File: src/logic/sdc_pkg.sv
// Constants shared by the system data command decoder
package sdc_pkg;
  localparam logic [7:0] ADDR_CONTROL = 8'h00;
  localparam logic [7:0] ADDR_ACK_LIMIT = 8'h04;
  localparam logic [7:0] ADDR_STATUS = 8'h08;
  localparam logic [7:0] ADDR_BUFFERS = 8'h0C;
  localparam logic [7:0] ADDR_LAST = 8'h10;
  localparam int CTL_FAST_DISABLE_BIT = 0;
  localparam int CTL_RATIO_LSB = 1;
  localparam int CTL_SILO_LSB = 4;
  localparam logic CTL_FAST_DISABLE_RESET = 1'b0;
  localparam logic [1:0] CTL_RATIO_RESET = 2'h0;
  localparam logic [1:0] CTL_SILO_RESET = 2'h0;
  localparam logic [4:0] ACK_LIMIT_RESET = 5'h00;
  localparam logic [1:0] AXI_OKAY = 2'h0;
  localparam logic [1:0] AXI_SLVERR = 2'h2;
  localparam int ADDR_BUS_WIDTH = 15;
  localparam int TYPE_BIT = 14;
  localparam int CODE_MSB = 13;
  localparam int CODE_LSB = 9;
  localparam int VICTIM_REL_BIT = 8;
  localparam int PROBE_REL_BIT = 7;
  localparam int ACK_BIT = 6;
  localparam int INDEX_MSB = 5;
  localparam int INDEX_LSB = 2;
  localparam int COMMIT_BIT = 14;
  localparam int SILO_DEPTH = 4;
  localparam logic [4:0] CODE_NOP = 5'h00;
  localparam logic [4:0] CODE_FILL_ERROR = 5'h01;
  localparam logic [4:0] CODE_OWNERSHIP_GRANT = 5'h04;
  localparam logic [4:0] CODE_OWNERSHIP_DENY = 5'h05;
  localparam logic [4:0] CODE_BARRIER_COMPLETE = 5'h06;
  localparam logic [4:0] CODE_BUFFER_FREE = 5'h07;
  localparam logic [2:0] FAMILY_DEVICE_DRIVE = 3'h2;
  localparam logic [2:0] FAMILY_CLEAN_FILL = 3'h4;
  localparam logic [2:0] FAMILY_DIRTY_FILL = 3'h5;
  localparam logic [2:0] FAMILY_SHARED_FILL = 3'h6;
  localparam logic [2:0] FAMILY_SHARED_MODIFIED_FILL = 3'h7;
  localparam logic [1:0] TAG_CLEAN = 2'h0;
  localparam logic [1:0] TAG_SHARED = 2'h1;
  localparam logic [1:0] TAG_DIRTY = 2'h2;
  localparam logic [1:0] TAG_SHARED_DIRTY = 2'h3;
  localparam logic [2:0] LAST_DATA_CYCLE = 3'h7;
  localparam logic [1:0] PROBE_EXTRA_CYCLES = 2'h3;
  typedef enum logic [2:0] {DEC_FIRST = 3'b001, DEC_SECOND = 3'b010, DEC_PROBE = 3'b100} sdc_dec_e;
  typedef enum logic [3:0] {ENG_IDLE = 4'b0001, ENG_FILL = 4'b0010, ENG_DRIVE = 4'b0100,
                            ENG_FAST = 4'b1000} sdc_eng_e;
endpackage

File: src/logic/sdc_sync.sv
// Two-flop synchroniser for pins from outside the core clock domain
`timescale 1ns/1ps
module sdc_sync #(
  parameter int WIDTH = 1
) (
  input wire logic clk,
  input wire logic rst_n,
  input wire logic [WIDTH-1:0] din,
  output logic [WIDTH-1:0] dout
);
  logic [WIDTH-1:0] meta;

  always_ff @(posedge clk or negedge rst_n) begin
    if (!rst_n) begin
      meta <= '0;
      dout <= '0;
    end else begin
      meta <= din;
      dout <= meta;
    end
  end
endmodule

File: src/logic/sdc_silo.sv
// Receive silo: command words advance on unload strobes, tap picks the delay
`timescale 1ns/1ps
module sdc_silo (
  input wire logic clk,
  input wire logic rst_n,
  input wire logic shift,
  input wire logic [sdc_pkg::ADDR_BUS_WIDTH-1:0] din,
  input wire logic [1:0] delay,
  output logic [sdc_pkg::ADDR_BUS_WIDTH-1:0] dout
);
  logic [sdc_pkg::ADDR_BUS_WIDTH-1:0] stage [sdc_pkg::SILO_DEPTH];

  genvar g;
  generate
    for (g = 0; g < sdc_pkg::SILO_DEPTH; g++) begin : g_stage
      always_ff @(posedge clk or negedge rst_n) begin
        if (!rst_n) begin
          stage[g] <= '0;
        end else if (shift) begin
          stage[g] <= (g == 0) ? din : stage[(g == 0) ? 0 : g - 1];
        end
      end
    end
  endgenerate

  assign dout = stage[delay];
endmodule

File: src/logic/sdc_decoder.sv
// Two-cycle data-movement command decoder with AXI4-Lite configuration
//
// Local design decisions: the AXI4-Lite interface to the registers and the placing of the registers.
`timescale 1ns/1ps
module sdc_decoder (
  input wire logic SYS_CLK,
  input wire logic ARST_N,
  input wire logic [7:0] S_AXI_AWADDR,
  input wire logic [2:0] S_AXI_AWPROT,
  input wire logic S_AXI_AWVALID,
  output logic S_AXI_AWREADY,
  input wire logic [31:0] S_AXI_WDATA,
  input wire logic [3:0] S_AXI_WSTRB,
  input wire logic S_AXI_WVALID,
  output logic S_AXI_WREADY,
  output logic [1:0] S_AXI_BRESP,
  output logic S_AXI_BVALID,
  input wire logic S_AXI_BREADY,
  input wire logic [7:0] S_AXI_ARADDR,
  input wire logic [2:0] S_AXI_ARPROT,
  input wire logic S_AXI_ARVALID,
  output logic S_AXI_ARREADY,
  output logic [31:0] S_AXI_RDATA,
  output logic [1:0] S_AXI_RRESP,
  output logic S_AXI_RVALID,
  input wire logic S_AXI_RREADY,
  input wire logic [14:0] INBOUND_ADDRESS_BUS_N,
  input wire logic INBOUND_DATA_VALID_N,
  input wire logic UNLOAD_CLOCK,
  input wire logic SYSTEM_FRAME_CLOCK,
  input wire logic [63:0] SYSTEM_DATA_BUS_I,
  output logic [63:0] SYSTEM_DATA_BUS_O,
  output logic SYSTEM_DATA_BUS_OE,
  input wire logic OUTBOUND_CMD_SENT,
  output logic OUTBOUND_STALL,
  input wire logic UNCOMMITTED_EVENT,
  input wire logic PROBE_AHEAD,
  output logic BARRIER_RETIRE,
  input wire logic [15:0] VICTIM_BUFFER_SET,
  input wire logic [7:0] PROBE_BUFFER_SET,
  input wire logic FAST_DATA_REQUEST,
  output logic OUTBOUND_WRITE_HOLD,
  output logic FAST_ABORT,
  input wire logic [63:0] WRITE_DATA,
  output logic [2:0] DATA_INDEX,
  output logic [63:0] FILL_DATA,
  output logic FILL_VALID,
  output logic [2:0] FILL_INDEX,
  output logic [1:0] FILL_TAG_STATE,
  output logic FILL_ERROR,
  output logic OWNERSHIP_GRANT,
  output logic OWNERSHIP_DENY
);
  logic rst_meta;
  logic rst_n;
  logic [81:0] sync_out;
  logic [14:0] addr_word;
  logic data_valid;
  logic [63:0] data_in;
  logic unload_level;
  logic frame_level;
  logic unload_prev;
  logic frame_prev;
  logic unload_strobe;
  logic frame_rise;
  logic [1:0] phase;
  logic [1:0] ratio_mask;
  logic frame_tick;
  logic [14:0] silo_word;
  logic fast_disable;
  logic [1:0] frame_ratio_select;
  logic [1:0] receive_silo_delay;
  logic [4:0] outstanding_command_limit;
  logic aw_held;
  logic w_held;
  logic [7:0] aw_addr;
  logic [31:0] w_data;
  logic [3:0] w_strb;
  logic [31:0] read_mux;
  logic read_hit;
  logic write_hit;
  sdc_pkg::sdc_dec_e dec_state;
  logic [1:0] probe_skip;
  logic [4:0] data_move_code;
  logic victim_release_flag;
  logic probe_release_flag;
  logic [3:0] buffer_index;
  logic cmd_exec;
  logic cmd_commit;
  logic ack_seen;
  logic [4:0] last_code;
  logic [4:0] outstanding_count;
  logic [4:0] next_outstanding;
  logic [7:0] uncommitted_event_count;
  logic barrier_pending;
  logic [15:0] victim_valid;
  logic [7:0] probe_valid;
  logic [15:0] victim_clear;
  logic [7:0] probe_clear;
  logic is_fill;
  logic is_drive;
  sdc_pkg::sdc_eng_e eng;
  logic eng_wait;
  logic [2:0] eng_count;
  logic [1:0] eng_wrap;
  logic fast_pending;
  logic data_cycle;
  logic [2:0] cur_index;

  always_ff @(posedge SYS_CLK or negedge ARST_N) begin
    if (!ARST_N) begin
      rst_meta <= 1'b0;
      rst_n <= 1'b0;
    end else begin
      rst_meta <= 1'b1;
      rst_n <= rst_meta;
    end
  end

  sdc_sync #(.WIDTH(82)) u_sync (
    .clk(SYS_CLK),
    .rst_n(rst_n),
    .din({INBOUND_ADDRESS_BUS_N, INBOUND_DATA_VALID_N, SYSTEM_DATA_BUS_I, UNLOAD_CLOCK, SYSTEM_FRAME_CLOCK}),
    .dout(sync_out)
  );

  // Address and data-valid pins are active low; decode works on true-sense copies
  assign addr_word = ~sync_out[81:67];
  assign data_valid = ~sync_out[66];
  assign data_in = sync_out[65:2];
  assign unload_level = sync_out[1];
  assign frame_level = sync_out[0];

  always_ff @(posedge SYS_CLK or negedge rst_n) begin
    if (!rst_n) begin
      unload_prev <= 1'b0;
      frame_prev <= 1'b0;
    end else begin
      unload_prev <= unload_level;
      frame_prev <= frame_level;
    end
  end

  // Unload clock acts on both of its edges
  assign unload_strobe = unload_level ^ unload_prev;
  assign frame_rise = frame_level & ~frame_prev;
  assign ratio_mask = (frame_ratio_select == 2'h0) ? 2'h0 : (frame_ratio_select == 2'h1) ? 2'h1 : 2'h3;
  assign frame_tick = unload_strobe & ((phase & ratio_mask) == 2'h0);

  always_ff @(posedge SYS_CLK or negedge rst_n) begin
    if (!rst_n) begin
      phase <= 2'h0;
    end else if (frame_rise) begin
      phase <= 2'h0;
    end else if (unload_strobe) begin
      phase <= phase + 2'h1;
    end
  end

  sdc_silo u_silo (
    .clk(SYS_CLK),
    .rst_n(rst_n),
    .shift(unload_strobe),
    .din(addr_word),
    .delay(receive_silo_delay),
    .dout(silo_word)
  );

  // AXI4-Lite write channel: address and data taken in either order
  assign write_hit = (aw_addr == sdc_pkg::ADDR_CONTROL) || (aw_addr == sdc_pkg::ADDR_ACK_LIMIT);
  always_ff @(posedge SYS_CLK or negedge rst_n) begin
    if (!rst_n) begin
      aw_held <= 1'b0;
      w_held <= 1'b0;
      aw_addr <= 8'h00;
      w_data <= 32'h0000_0000;
      w_strb <= 4'h0;
      S_AXI_AWREADY <= 1'b1;
      S_AXI_WREADY <= 1'b1;
      S_AXI_BVALID <= 1'b0;
      S_AXI_BRESP <= sdc_pkg::AXI_OKAY;
    end else begin
      if (S_AXI_AWVALID && S_AXI_AWREADY) begin
        aw_held <= 1'b1;
        aw_addr <= {S_AXI_AWADDR[7:2], 2'h0};
        S_AXI_AWREADY <= 1'b0;
      end
      if (S_AXI_WVALID && S_AXI_WREADY) begin
        w_held <= 1'b1;
        w_data <= S_AXI_WDATA;
        w_strb <= S_AXI_WSTRB;
        S_AXI_WREADY <= 1'b0;
      end
      if (aw_held && w_held && !S_AXI_BVALID) begin
        S_AXI_BVALID <= 1'b1;
        S_AXI_BRESP <= write_hit ? sdc_pkg::AXI_OKAY : sdc_pkg::AXI_SLVERR;
      end
      if (S_AXI_BVALID && S_AXI_BREADY) begin
        S_AXI_BVALID <= 1'b0;
        aw_held <= 1'b0;
        w_held <= 1'b0;
        S_AXI_AWREADY <= 1'b1;
        S_AXI_WREADY <= 1'b1;
      end
    end
  end

  always_ff @(posedge SYS_CLK or negedge rst_n) begin
    if (!rst_n) begin
      fast_disable <= sdc_pkg::CTL_FAST_DISABLE_RESET;
      frame_ratio_select <= sdc_pkg::CTL_RATIO_RESET;
      receive_silo_delay <= sdc_pkg::CTL_SILO_RESET;
      outstanding_command_limit <= sdc_pkg::ACK_LIMIT_RESET;
    end else if (aw_held && w_held && !S_AXI_BVALID && w_strb[0]) begin
      if (aw_addr == sdc_pkg::ADDR_CONTROL) begin
        fast_disable <= w_data[sdc_pkg::CTL_FAST_DISABLE_BIT];
        frame_ratio_select <= w_data[sdc_pkg::CTL_RATIO_LSB +: 2];
        receive_silo_delay <= w_data[sdc_pkg::CTL_SILO_LSB +: 2];
      end else if (aw_addr == sdc_pkg::ADDR_ACK_LIMIT) begin
        outstanding_command_limit <= w_data[4:0];
      end
    end
  end

  always_comb begin
    read_hit = 1'b1;
    read_mux = 32'h0000_0000;
    unique case ({S_AXI_ARADDR[7:2], 2'h0})
      sdc_pkg::ADDR_CONTROL: read_mux = {26'h0, receive_silo_delay, 1'b0, frame_ratio_select, fast_disable};
      sdc_pkg::ADDR_ACK_LIMIT: read_mux = {27'h0, outstanding_command_limit};
      sdc_pkg::ADDR_STATUS: read_mux = {11'h0, eng, barrier_pending, uncommitted_event_count, 3'h0,
                                        outstanding_count};
      sdc_pkg::ADDR_BUFFERS: read_mux = {8'h0, probe_valid, victim_valid};
      sdc_pkg::ADDR_LAST: read_mux = {25'h0, FILL_TAG_STATE, last_code};
      default: read_hit = 1'b0;
    endcase
  end

  always_ff @(posedge SYS_CLK or negedge rst_n) begin
    if (!rst_n) begin
      S_AXI_ARREADY <= 1'b1;
      S_AXI_RVALID <= 1'b0;
      S_AXI_RDATA <= 32'h0000_0000;
      S_AXI_RRESP <= sdc_pkg::AXI_OKAY;
    end else if (S_AXI_ARVALID && S_AXI_ARREADY) begin
      S_AXI_ARREADY <= 1'b0;
      S_AXI_RVALID <= 1'b1;
      S_AXI_RDATA <= read_mux;
      S_AXI_RRESP <= read_hit ? sdc_pkg::AXI_OKAY : sdc_pkg::AXI_SLVERR;
    end else if (S_AXI_RVALID && S_AXI_RREADY) begin
      S_AXI_RVALID <= 1'b0;
      S_AXI_ARREADY <= 1'b1;
    end
  end

  // Command framing on words as they leave the silo
  always_ff @(posedge SYS_CLK or negedge rst_n) begin
    if (!rst_n) begin
      dec_state <= sdc_pkg::DEC_FIRST;
      probe_skip <= 2'h0;
      data_move_code <= sdc_pkg::CODE_NOP;
      victim_release_flag <= 1'b0;
      probe_release_flag <= 1'b0;
      buffer_index <= 4'h0;
      cmd_exec <= 1'b0;
      cmd_commit <= 1'b0;
      ack_seen <= 1'b0;
    end else begin
      cmd_exec <= 1'b0;
      cmd_commit <= 1'b0;
      ack_seen <= 1'b0;
      if (unload_strobe) begin
        unique case (dec_state)
          sdc_pkg::DEC_FIRST: begin
            if (silo_word[sdc_pkg::TYPE_BIT]) begin
              dec_state <= sdc_pkg::DEC_PROBE;
              probe_skip <= sdc_pkg::PROBE_EXTRA_CYCLES;
            end else begin
              dec_state <= sdc_pkg::DEC_SECOND;
              data_move_code <= silo_word[sdc_pkg::CODE_MSB:sdc_pkg::CODE_LSB];
              victim_release_flag <= silo_word[sdc_pkg::VICTIM_REL_BIT];
              probe_release_flag <= silo_word[sdc_pkg::PROBE_REL_BIT];
              buffer_index <= silo_word[sdc_pkg::INDEX_MSB:sdc_pkg::INDEX_LSB];
              ack_seen <= silo_word[sdc_pkg::ACK_BIT];
            end
          end
          sdc_pkg::DEC_SECOND: begin
            dec_state <= sdc_pkg::DEC_FIRST;
            cmd_exec <= 1'b1;
            cmd_commit <= silo_word[sdc_pkg::COMMIT_BIT];
          end
          sdc_pkg::DEC_PROBE: begin
            probe_skip <= probe_skip - 2'h1;
            if (probe_skip == 2'h1) begin
              dec_state <= sdc_pkg::DEC_FIRST;
            end
          end
        endcase
      end
    end
  end

  // Outstanding count: sends up, acknowledges down, never below zero
  always_comb begin
    next_outstanding = outstanding_count;
    if (OUTBOUND_CMD_SENT && !ack_seen) begin
      next_outstanding = outstanding_count + 5'h01;
    end else if (!OUTBOUND_CMD_SENT && ack_seen && outstanding_count != 5'h00) begin
      next_outstanding = outstanding_count - 5'h01;
    end
  end

  always_ff @(posedge SYS_CLK or negedge rst_n) begin
    if (!rst_n) begin
      outstanding_count <= 5'h00;
      OUTBOUND_STALL <= 1'b0;
    end else begin
      outstanding_count <= next_outstanding;
      OUTBOUND_STALL <= (outstanding_command_limit != 5'h00) && (next_outstanding >= outstanding_command_limit);
    end
  end

  always_ff @(posedge SYS_CLK or negedge rst_n) begin
    if (!rst_n) begin
      uncommitted_event_count <= 8'h00;
    end else if (UNCOMMITTED_EVENT && !cmd_commit) begin
      uncommitted_event_count <= uncommitted_event_count + 8'h01;
    end else if (!UNCOMMITTED_EVENT && cmd_commit && uncommitted_event_count != 8'h00) begin
      uncommitted_event_count <= uncommitted_event_count - 8'h01;
    end
  end

  // Barrier waits for the probe ahead of it and for all commits
  always_ff @(posedge SYS_CLK or negedge rst_n) begin
    if (!rst_n) begin
      barrier_pending <= 1'b0;
      BARRIER_RETIRE <= 1'b0;
      OWNERSHIP_GRANT <= 1'b0;
      OWNERSHIP_DENY <= 1'b0;
      last_code <= sdc_pkg::CODE_NOP;
    end else begin
      BARRIER_RETIRE <= barrier_pending && !PROBE_AHEAD && (uncommitted_event_count == 8'h00);
      OWNERSHIP_GRANT <= cmd_exec && (data_move_code == sdc_pkg::CODE_OWNERSHIP_GRANT);
      OWNERSHIP_DENY <= cmd_exec && (data_move_code == sdc_pkg::CODE_OWNERSHIP_DENY);
      if (cmd_exec) begin
        last_code <= data_move_code;
      end
      if (cmd_exec && data_move_code == sdc_pkg::CODE_BARRIER_COMPLETE) begin
        barrier_pending <= 1'b1;
      end else if (barrier_pending && !PROBE_AHEAD && uncommitted_event_count == 8'h00) begin
        barrier_pending <= 1'b0;
      end
    end
  end

  // Buffer release; a new fill of a buffer wins over its release
  always_comb begin
    victim_clear = 16'h0000;
    probe_clear = 8'h00;
    if (cmd_exec && data_move_code == sdc_pkg::CODE_BUFFER_FREE) begin
      victim_clear[buffer_index] = victim_release_flag;
      probe_clear[buffer_index[2:0]] = probe_release_flag;
    end
  end

  always_ff @(posedge SYS_CLK or negedge rst_n) begin
    if (!rst_n) begin
      victim_valid <= 16'h0000;
      probe_valid <= 8'h00;
    end else begin
      victim_valid <= (victim_valid & ~victim_clear) | VICTIM_BUFFER_SET;
      probe_valid <= (probe_valid & ~probe_clear) | PROBE_BUFFER_SET;
    end
  end

  // Codes outside the defined set fall through to nothing
  assign is_fill = (data_move_code == sdc_pkg::CODE_FILL_ERROR) || data_move_code[4];
  assign is_drive = (data_move_code[4:2] == sdc_pkg::FAMILY_DEVICE_DRIVE);
  assign data_cycle = unload_strobe && (eng != sdc_pkg::ENG_IDLE) && (!eng_wait || frame_tick);
  assign cur_index = (eng == sdc_pkg::ENG_FAST) ? eng_count : {eng_count[2:1] ^ eng_wrap, eng_count[0]};

  always_ff @(posedge SYS_CLK or negedge rst_n) begin
    if (!rst_n) begin
      fast_pending <= 1'b0;
    end else if (FAST_DATA_REQUEST) begin
      fast_pending <= 1'b1;
    end else if (eng == sdc_pkg::ENG_IDLE && !cmd_exec && !fast_disable) begin
      fast_pending <= 1'b0;
    end
  end

  // Data engine: fills, device drives and fast transfers
  always_ff @(posedge SYS_CLK or negedge rst_n) begin
    if (!rst_n) begin
      eng <= sdc_pkg::ENG_IDLE;
      eng_wait <= 1'b0;
      eng_count <= 3'h0;
      eng_wrap <= 2'h0;
      FAST_ABORT <= 1'b0;
      FILL_TAG_STATE <= sdc_pkg::TAG_CLEAN;
      FILL_ERROR <= 1'b0;
      DATA_INDEX <= 3'h0;
    end else begin
      FAST_ABORT <= 1'b0;
      if (cmd_exec && (is_fill || is_drive)) begin
        FAST_ABORT <= (eng == sdc_pkg::ENG_FAST);
        eng <= is_fill ? sdc_pkg::ENG_FILL : sdc_pkg::ENG_DRIVE;
        eng_wait <= 1'b1;
        eng_count <= 3'h0;
        eng_wrap <= data_move_code[1:0];
        DATA_INDEX <= {data_move_code[1:0], 1'b0};
        if (is_fill) begin
          FILL_ERROR <= (data_move_code == sdc_pkg::CODE_FILL_ERROR);
          unique case (data_move_code[4:2])
            sdc_pkg::FAMILY_DIRTY_FILL: FILL_TAG_STATE <= sdc_pkg::TAG_DIRTY;
            sdc_pkg::FAMILY_SHARED_FILL: FILL_TAG_STATE <= sdc_pkg::TAG_SHARED;
            sdc_pkg::FAMILY_SHARED_MODIFIED_FILL: FILL_TAG_STATE <= sdc_pkg::TAG_SHARED_DIRTY;
            default: FILL_TAG_STATE <= sdc_pkg::TAG_CLEAN;
          endcase
        end
      end else if (eng == sdc_pkg::ENG_IDLE && fast_pending && !fast_disable) begin
        eng <= sdc_pkg::ENG_FAST;
        eng_wait <= 1'b1;
        eng_count <= 3'h0;
        DATA_INDEX <= 3'h0;
      end else if (data_cycle && (eng != sdc_pkg::ENG_FILL || data_valid)) begin
        eng_wait <= 1'b0;
        eng_count <= eng_count + 3'h1;
        DATA_INDEX <= (eng == sdc_pkg::ENG_FAST) ? eng_count + 3'h1
                      : {(eng_count[2:1] + {1'b0, eng_count[0]}) ^ eng_wrap, ~eng_count[0]};
        if (eng_count == sdc_pkg::LAST_DATA_CYCLE) begin
          eng <= sdc_pkg::ENG_IDLE;
        end
      end
    end
  end

  // Bus pins and fill capture
  always_ff @(posedge SYS_CLK or negedge rst_n) begin
    if (!rst_n) begin
      SYSTEM_DATA_BUS_O <= 64'h0000_0000_0000_0000;
      SYSTEM_DATA_BUS_OE <= 1'b0;
      FILL_DATA <= 64'h0000_0000_0000_0000;
      FILL_VALID <= 1'b0;
      FILL_INDEX <= 3'h0;
      OUTBOUND_WRITE_HOLD <= 1'b0;
    end else begin
      FILL_VALID <= 1'b0;
      OUTBOUND_WRITE_HOLD <= (eng == sdc_pkg::ENG_FAST) || (fast_pending && !fast_disable);
      if (eng == sdc_pkg::ENG_FILL || (cmd_exec && is_fill)) begin
        SYSTEM_DATA_BUS_OE <= 1'b0;
      end else if (eng == sdc_pkg::ENG_DRIVE || eng == sdc_pkg::ENG_FAST) begin
        SYSTEM_DATA_BUS_OE <= 1'b1;
      end else begin
        SYSTEM_DATA_BUS_OE <= !fast_disable;
      end
      if (data_cycle && eng != sdc_pkg::ENG_FILL) begin
        SYSTEM_DATA_BUS_O <= WRITE_DATA;
      end
      if (data_cycle && eng == sdc_pkg::ENG_FILL && data_valid) begin
        FILL_DATA <= data_in;
        FILL_VALID <= 1'b1;
        FILL_INDEX <= cur_index;
      end
    end
  end
endmodule

File: config.mk
export PLATFORM = sky130hd
export DESIGN_NAME = sdc_decoder
export DESIGN_NICKNAME = d
export VERILOG_FILES = /design/src/logic/sdc_pkg.sv /design/src/logic/sdc_sync.sv /design/src/logic/sdc_silo.sv /design/src/logic/sdc_decoder.sv
export SDC_FILE = /design/constraint.sdc
export NUM_CORES = 1
export LEC_CHECK = 0
export ABC_CLOCK_PERIOD_IN_PS = 17990
export BUFFER_PORTS_ARGS = -buffer_cell sky130_fd_sc_hd__buf_2
export CORE_ASPECT_RATIO = 1.4
export CORE_MARGIN = 2
export CORE_UTILIZATION = 53
export DETAILED_ROUTE_END_ITERATION = 12
export HOLD_SLACK_MARGIN = 0.15
export MAX_ROUTING_LAYER = met4
export PLACE_DENSITY = 0.77
export SLEW_MARGIN = 20
export SYNTH_ARGS = -nofsm -noshare
export SYNTH_HDL_FRONTEND = slang
export SYNTH_SLANG_ARGS = --single-unit
File: constraint.sdc
create_clock -name SYS_CLK -period 17.99 [get_ports SYS_CLK]
set_clock_uncertainty 0.2 [all_clocks]
set_input_delay 1.799 -clock SYS_CLK [delete_from_list [all_inputs] [get_ports SYS_CLK]]
set_output_delay 1.799 -clock SYS_CLK [all_outputs]
set_load 0.05 [all_outputs]
==> results.md <==
- Status: finished, final reports clean
- Final setup TNS: 0 ns
- EDFF count, synth: 0
- Delay-heaviest family, CP: compound AO/OA/AOI/OAI gates
- CTS clk-pin slew, worst paths: 0.06 ns
- Largest net degree at the start of global routing: 171
- Total power: 0.003739 W
- CTS sink count: 492
- Placed Area: 0.02028 mm^2
- Critical R2R Launch: cmd_commit
- Async S/R FF share, synth: 100.0%
- P_leak: 10.62 nW
- Final Max Slew Viols: 0
- CP Max Fanout: 9
- Hold Violations, Final: 0
- Root Buffer: clkbuf_16
- Mapped Cells: 1295
- Hold path start: u_sync.meta[75]
- I/O Pins: 425
- H-Tree Depth: 2
- Final core utilization: 65.63%
- Critical-path top delay cell: ha_1
- Area share of the largest cell type after synthesis: 67.69%
- Count leader, synth: dfrtp_1
- Flop-to-flop setup slack: 15.01 ns
- Final setup fails: 0
- Chip Height: 222.1 um
- DPL Wire Length: 28060 um
- Hold path cells: 0
- 1st-iter DRT viols: 614
- Total number of vias: 11260
- Area contributors post-synth: dfrtp_1 (68%), mux2_2 (9.9%), nand2_1 (3.8%)
- Initial antenna violation count: 6
- Worst Tran Pin Value: 1.053 ns
- Crit end category: register
- Max VDD drop: 0.0001396 V
- Sequential Area: 0.01232 mm^2
- Cts bufs inserted: 44
- Critical Path Max Stage Delay: 0.37 ns
- Area used by multi-input combinational logic: 0.005358 mm^2
- CP Data Arrival Time: 4.05 ns
- Std cell rows: 79
- Worst hold path class: reg -> reg
- CP bufs+invs: 1
- RSZ-0062 raised after global routing: false
- Fmax: 0.2630 GHz
- R2r endpoint: uncommitted_event_count[7]
- Hold Path End: u_sync.dout[75]
- Die width: 159.8 um
- Total grt overflow: 0
- I/O Buffers: 373
- Initial Utilization: 54.05%
- Via density per instance: 5.202
- Crit path launch type: input pin
- Max-cap violation count: 0
- CP required: 18.23 ns
- Cell taking the most area after synthesis: dfrtp_1
- DR WL/cell: 18.27 um
- Die area: 0.03548 mm^2
- Core ar.: 0.03331 mm^2
- Post-CTS Setup Bufs: 0
- Min cycle time layout: 3.802 ns
- Worst-Skew Late Latency: 0.55 ns
- Vias in the first global route: 12050
- TritonCTS clock tree: yes
- Post-route cell area: 0.02186 mm^2
- Synth Cell Area: 0.01800 mm^2
- DRT Wirelength: 39530 um
- Gpl congestion: 0.8250
- Clock Tree Buf Depth: 3
- Area Growth Syn to Fin: 21.43%
- Register area share after synthesis: 68.42%
- Detailed-router iteration count before antenna repair: 8
- All-Layer GR Usage: 23.56%
- Syn_area_per_cell: 13.90 um^2
- Nets: 1939
- Fillcell total: 2491
- Most common flop cell mapped by yosys: dfrtp_1
- WS Path Type: in -> reg
- Final period util: 21.13%
- Yosys reg bits: 492
- P per Cell Area: 171.0 mW/mm^2
- Crit path cell chain: buf_2 > nand2b_1 > ha_1 > a211oi_1 > o21ai_0 > a31oi_1 > mux2_2 > a221o_1
- First-pass GRT wire length: 63540 um
- Yosys warns: 0
- Post-route ant nets: 0
- Relative slew slack: 29.81%
- Commonest cells in the netlist: dfrtp_1 (487), nand2_1 (184), mux2_2 (158)
- R2R depth: 7
- Synth unique cells: 61
- # DRC: 0
- Share of cells above drive strength 1: 37.50%
==> logic make-up (layout without fill, tap and decap cells) <==
group	after synthesis	after routing	synth area share [%]
XOR/XNOR	19	19	0.9660
AO/OA/AOI/OAI	155	155	5.261
flip-flops	492	492	68.42
other	2	18	0.04171
buffers and inverters	81	489	2.217
multiplexers	210	210	13.88
AND/OR/NAND/NOR	319	319	7.992
adder cells (fa/ha/maj)	17	17	1.223
==> worst max-delay path by stage <==
stage                            startpoint                         end  slack [ns]  cells after the start
final                     UNCOMMITTED_EVENT  uncommitted_event_count[7]       14.19                      8
after global routing      UNCOMMITTED_EVENT  uncommitted_event_count[7]       14.07                      8
after detailed placement  UNCOMMITTED_EVENT  uncommitted_event_count[7]       13.62                      8
after floorplan                       rst_n              BARRIER_RETIRE        3.07                      0
after global placement    UNCOMMITTED_EVENT  uncommitted_event_count[7]       13.76                      8
after CTS                 UNCOMMITTED_EVENT  uncommitted_event_count[7]       14.22                      8
==> per-stage QoR <==
stage	setup slack (ns)	hold slack (ns)	std cells
floorplan	3.070	0.1312	1304
global placement	13.76	0.03326	2075
detailed placement	13.62	0.03432	2075
CTS	14.22	0.1503	2157
global route	14.07	0.1504	2163
finish	14.19	0.1463	2164
==> layout make-up <==
type,instances,area share (%)
Sequential cell,492,56.36
Tap cell,445,2.547
Timing Repair Buffer,391,9.312
Clock inverter,19,1.271
Inverter,23,0.3949
Clock buffer,56,5.523
Multi-Input combinational cell,731,24.51
Antenna cell,7,0.08013
==> worst reg2reg max path, cell delays in order, from the launching register on <==
cell and delay [ns]:
dfrtp_1 0.44, nand2b_1 0.34, ha_1 0.38, a211oi_1 0.28, o21ai_0 0.20, a31oi_1 0.33
mux2_2 0.38, a221o_1 0.33
==> sequential cells by signal (all words and copies together) (netlist names), 3 cells and up <==
| signal | cells |
|---|---|
| S_AXI_RDATA | 24 |
| u_sync.meta | 80 |
| data_move_code | 5 |
| FILL_INDEX | 3 |
| DATA_INDEX | 3 |
| eng_count | 3 |
| dec_state | 3 |
| SYSTEM_DATA_BUS_O | 64 |
| u_silo.stage | 52 |
| eng | 4 |
| FILL_DATA | 64 |
| u_sync.dout | 80 |
| buffer_index | 4 |
| victim_valid | 16 |
| outstanding_command_limit | 5 |
| outstanding_count | 5 |
| uncommitted_event_count | 8 |
| last_code | 5 |
| w_data | 6 |
| aw_addr | 6 |
| probe_valid | 8 |
==> placed cells by master (no fill, tap or decap), types with 4 or more instances in the layout <==
cell and instances:
and2_1 4, mux2_4 5, dfrtp_1 486, o21ai_0 60
a21o_1 14, or4_1 4, bufinv_16 6, mux2_1 9
dlygate4sd3_1 7, clkbuf_8 4, clkinvlp_4 4, nor4_1 4
inv_6 4, ha_1 16, inv_1 23, nand3_1 8
xnor2_1 8, a22o_1 5, conb_1 11, a21oi_1 44
nand3b_1 7, mux2i_1 25, mux4_2 13, mux2_2 158
xor2_1 9, clkbuf_16 45, nand2_1 184, nor3_1 8
dfstp_2 5, clkbuf_1 7, buf_4 9, buf_2 373
nor2_1 48, a221oi_1 4, diode_2 7, nand2b_1 26
nor2b_1 12
==> power by group <==
part	switching (W)	internal [W]	total [W]
logic	0.000826	0.000394	0.00122
clock network	0.000401	0.000563	0.000965
registers	0.000195	0.00136	0.00155
total	0.00142	0.00232	0.00374
==> metal layers <==
layer	vias up	global-route usage, %	share of wire (%)
li1	5172	-	-
met1	5630	26.99	38
met3	75	3.835	4.9
met5	-	-	0
met4	0	8.563	3.3
met2	380	41.73	54
==> timing repair <==
action / in CTS / in global routing
endpoints found under the hold margin: 29 / 0
resized for setup: 0 / 0
hold buffers: 7 / 0
(Power assumes the default switching activity.)
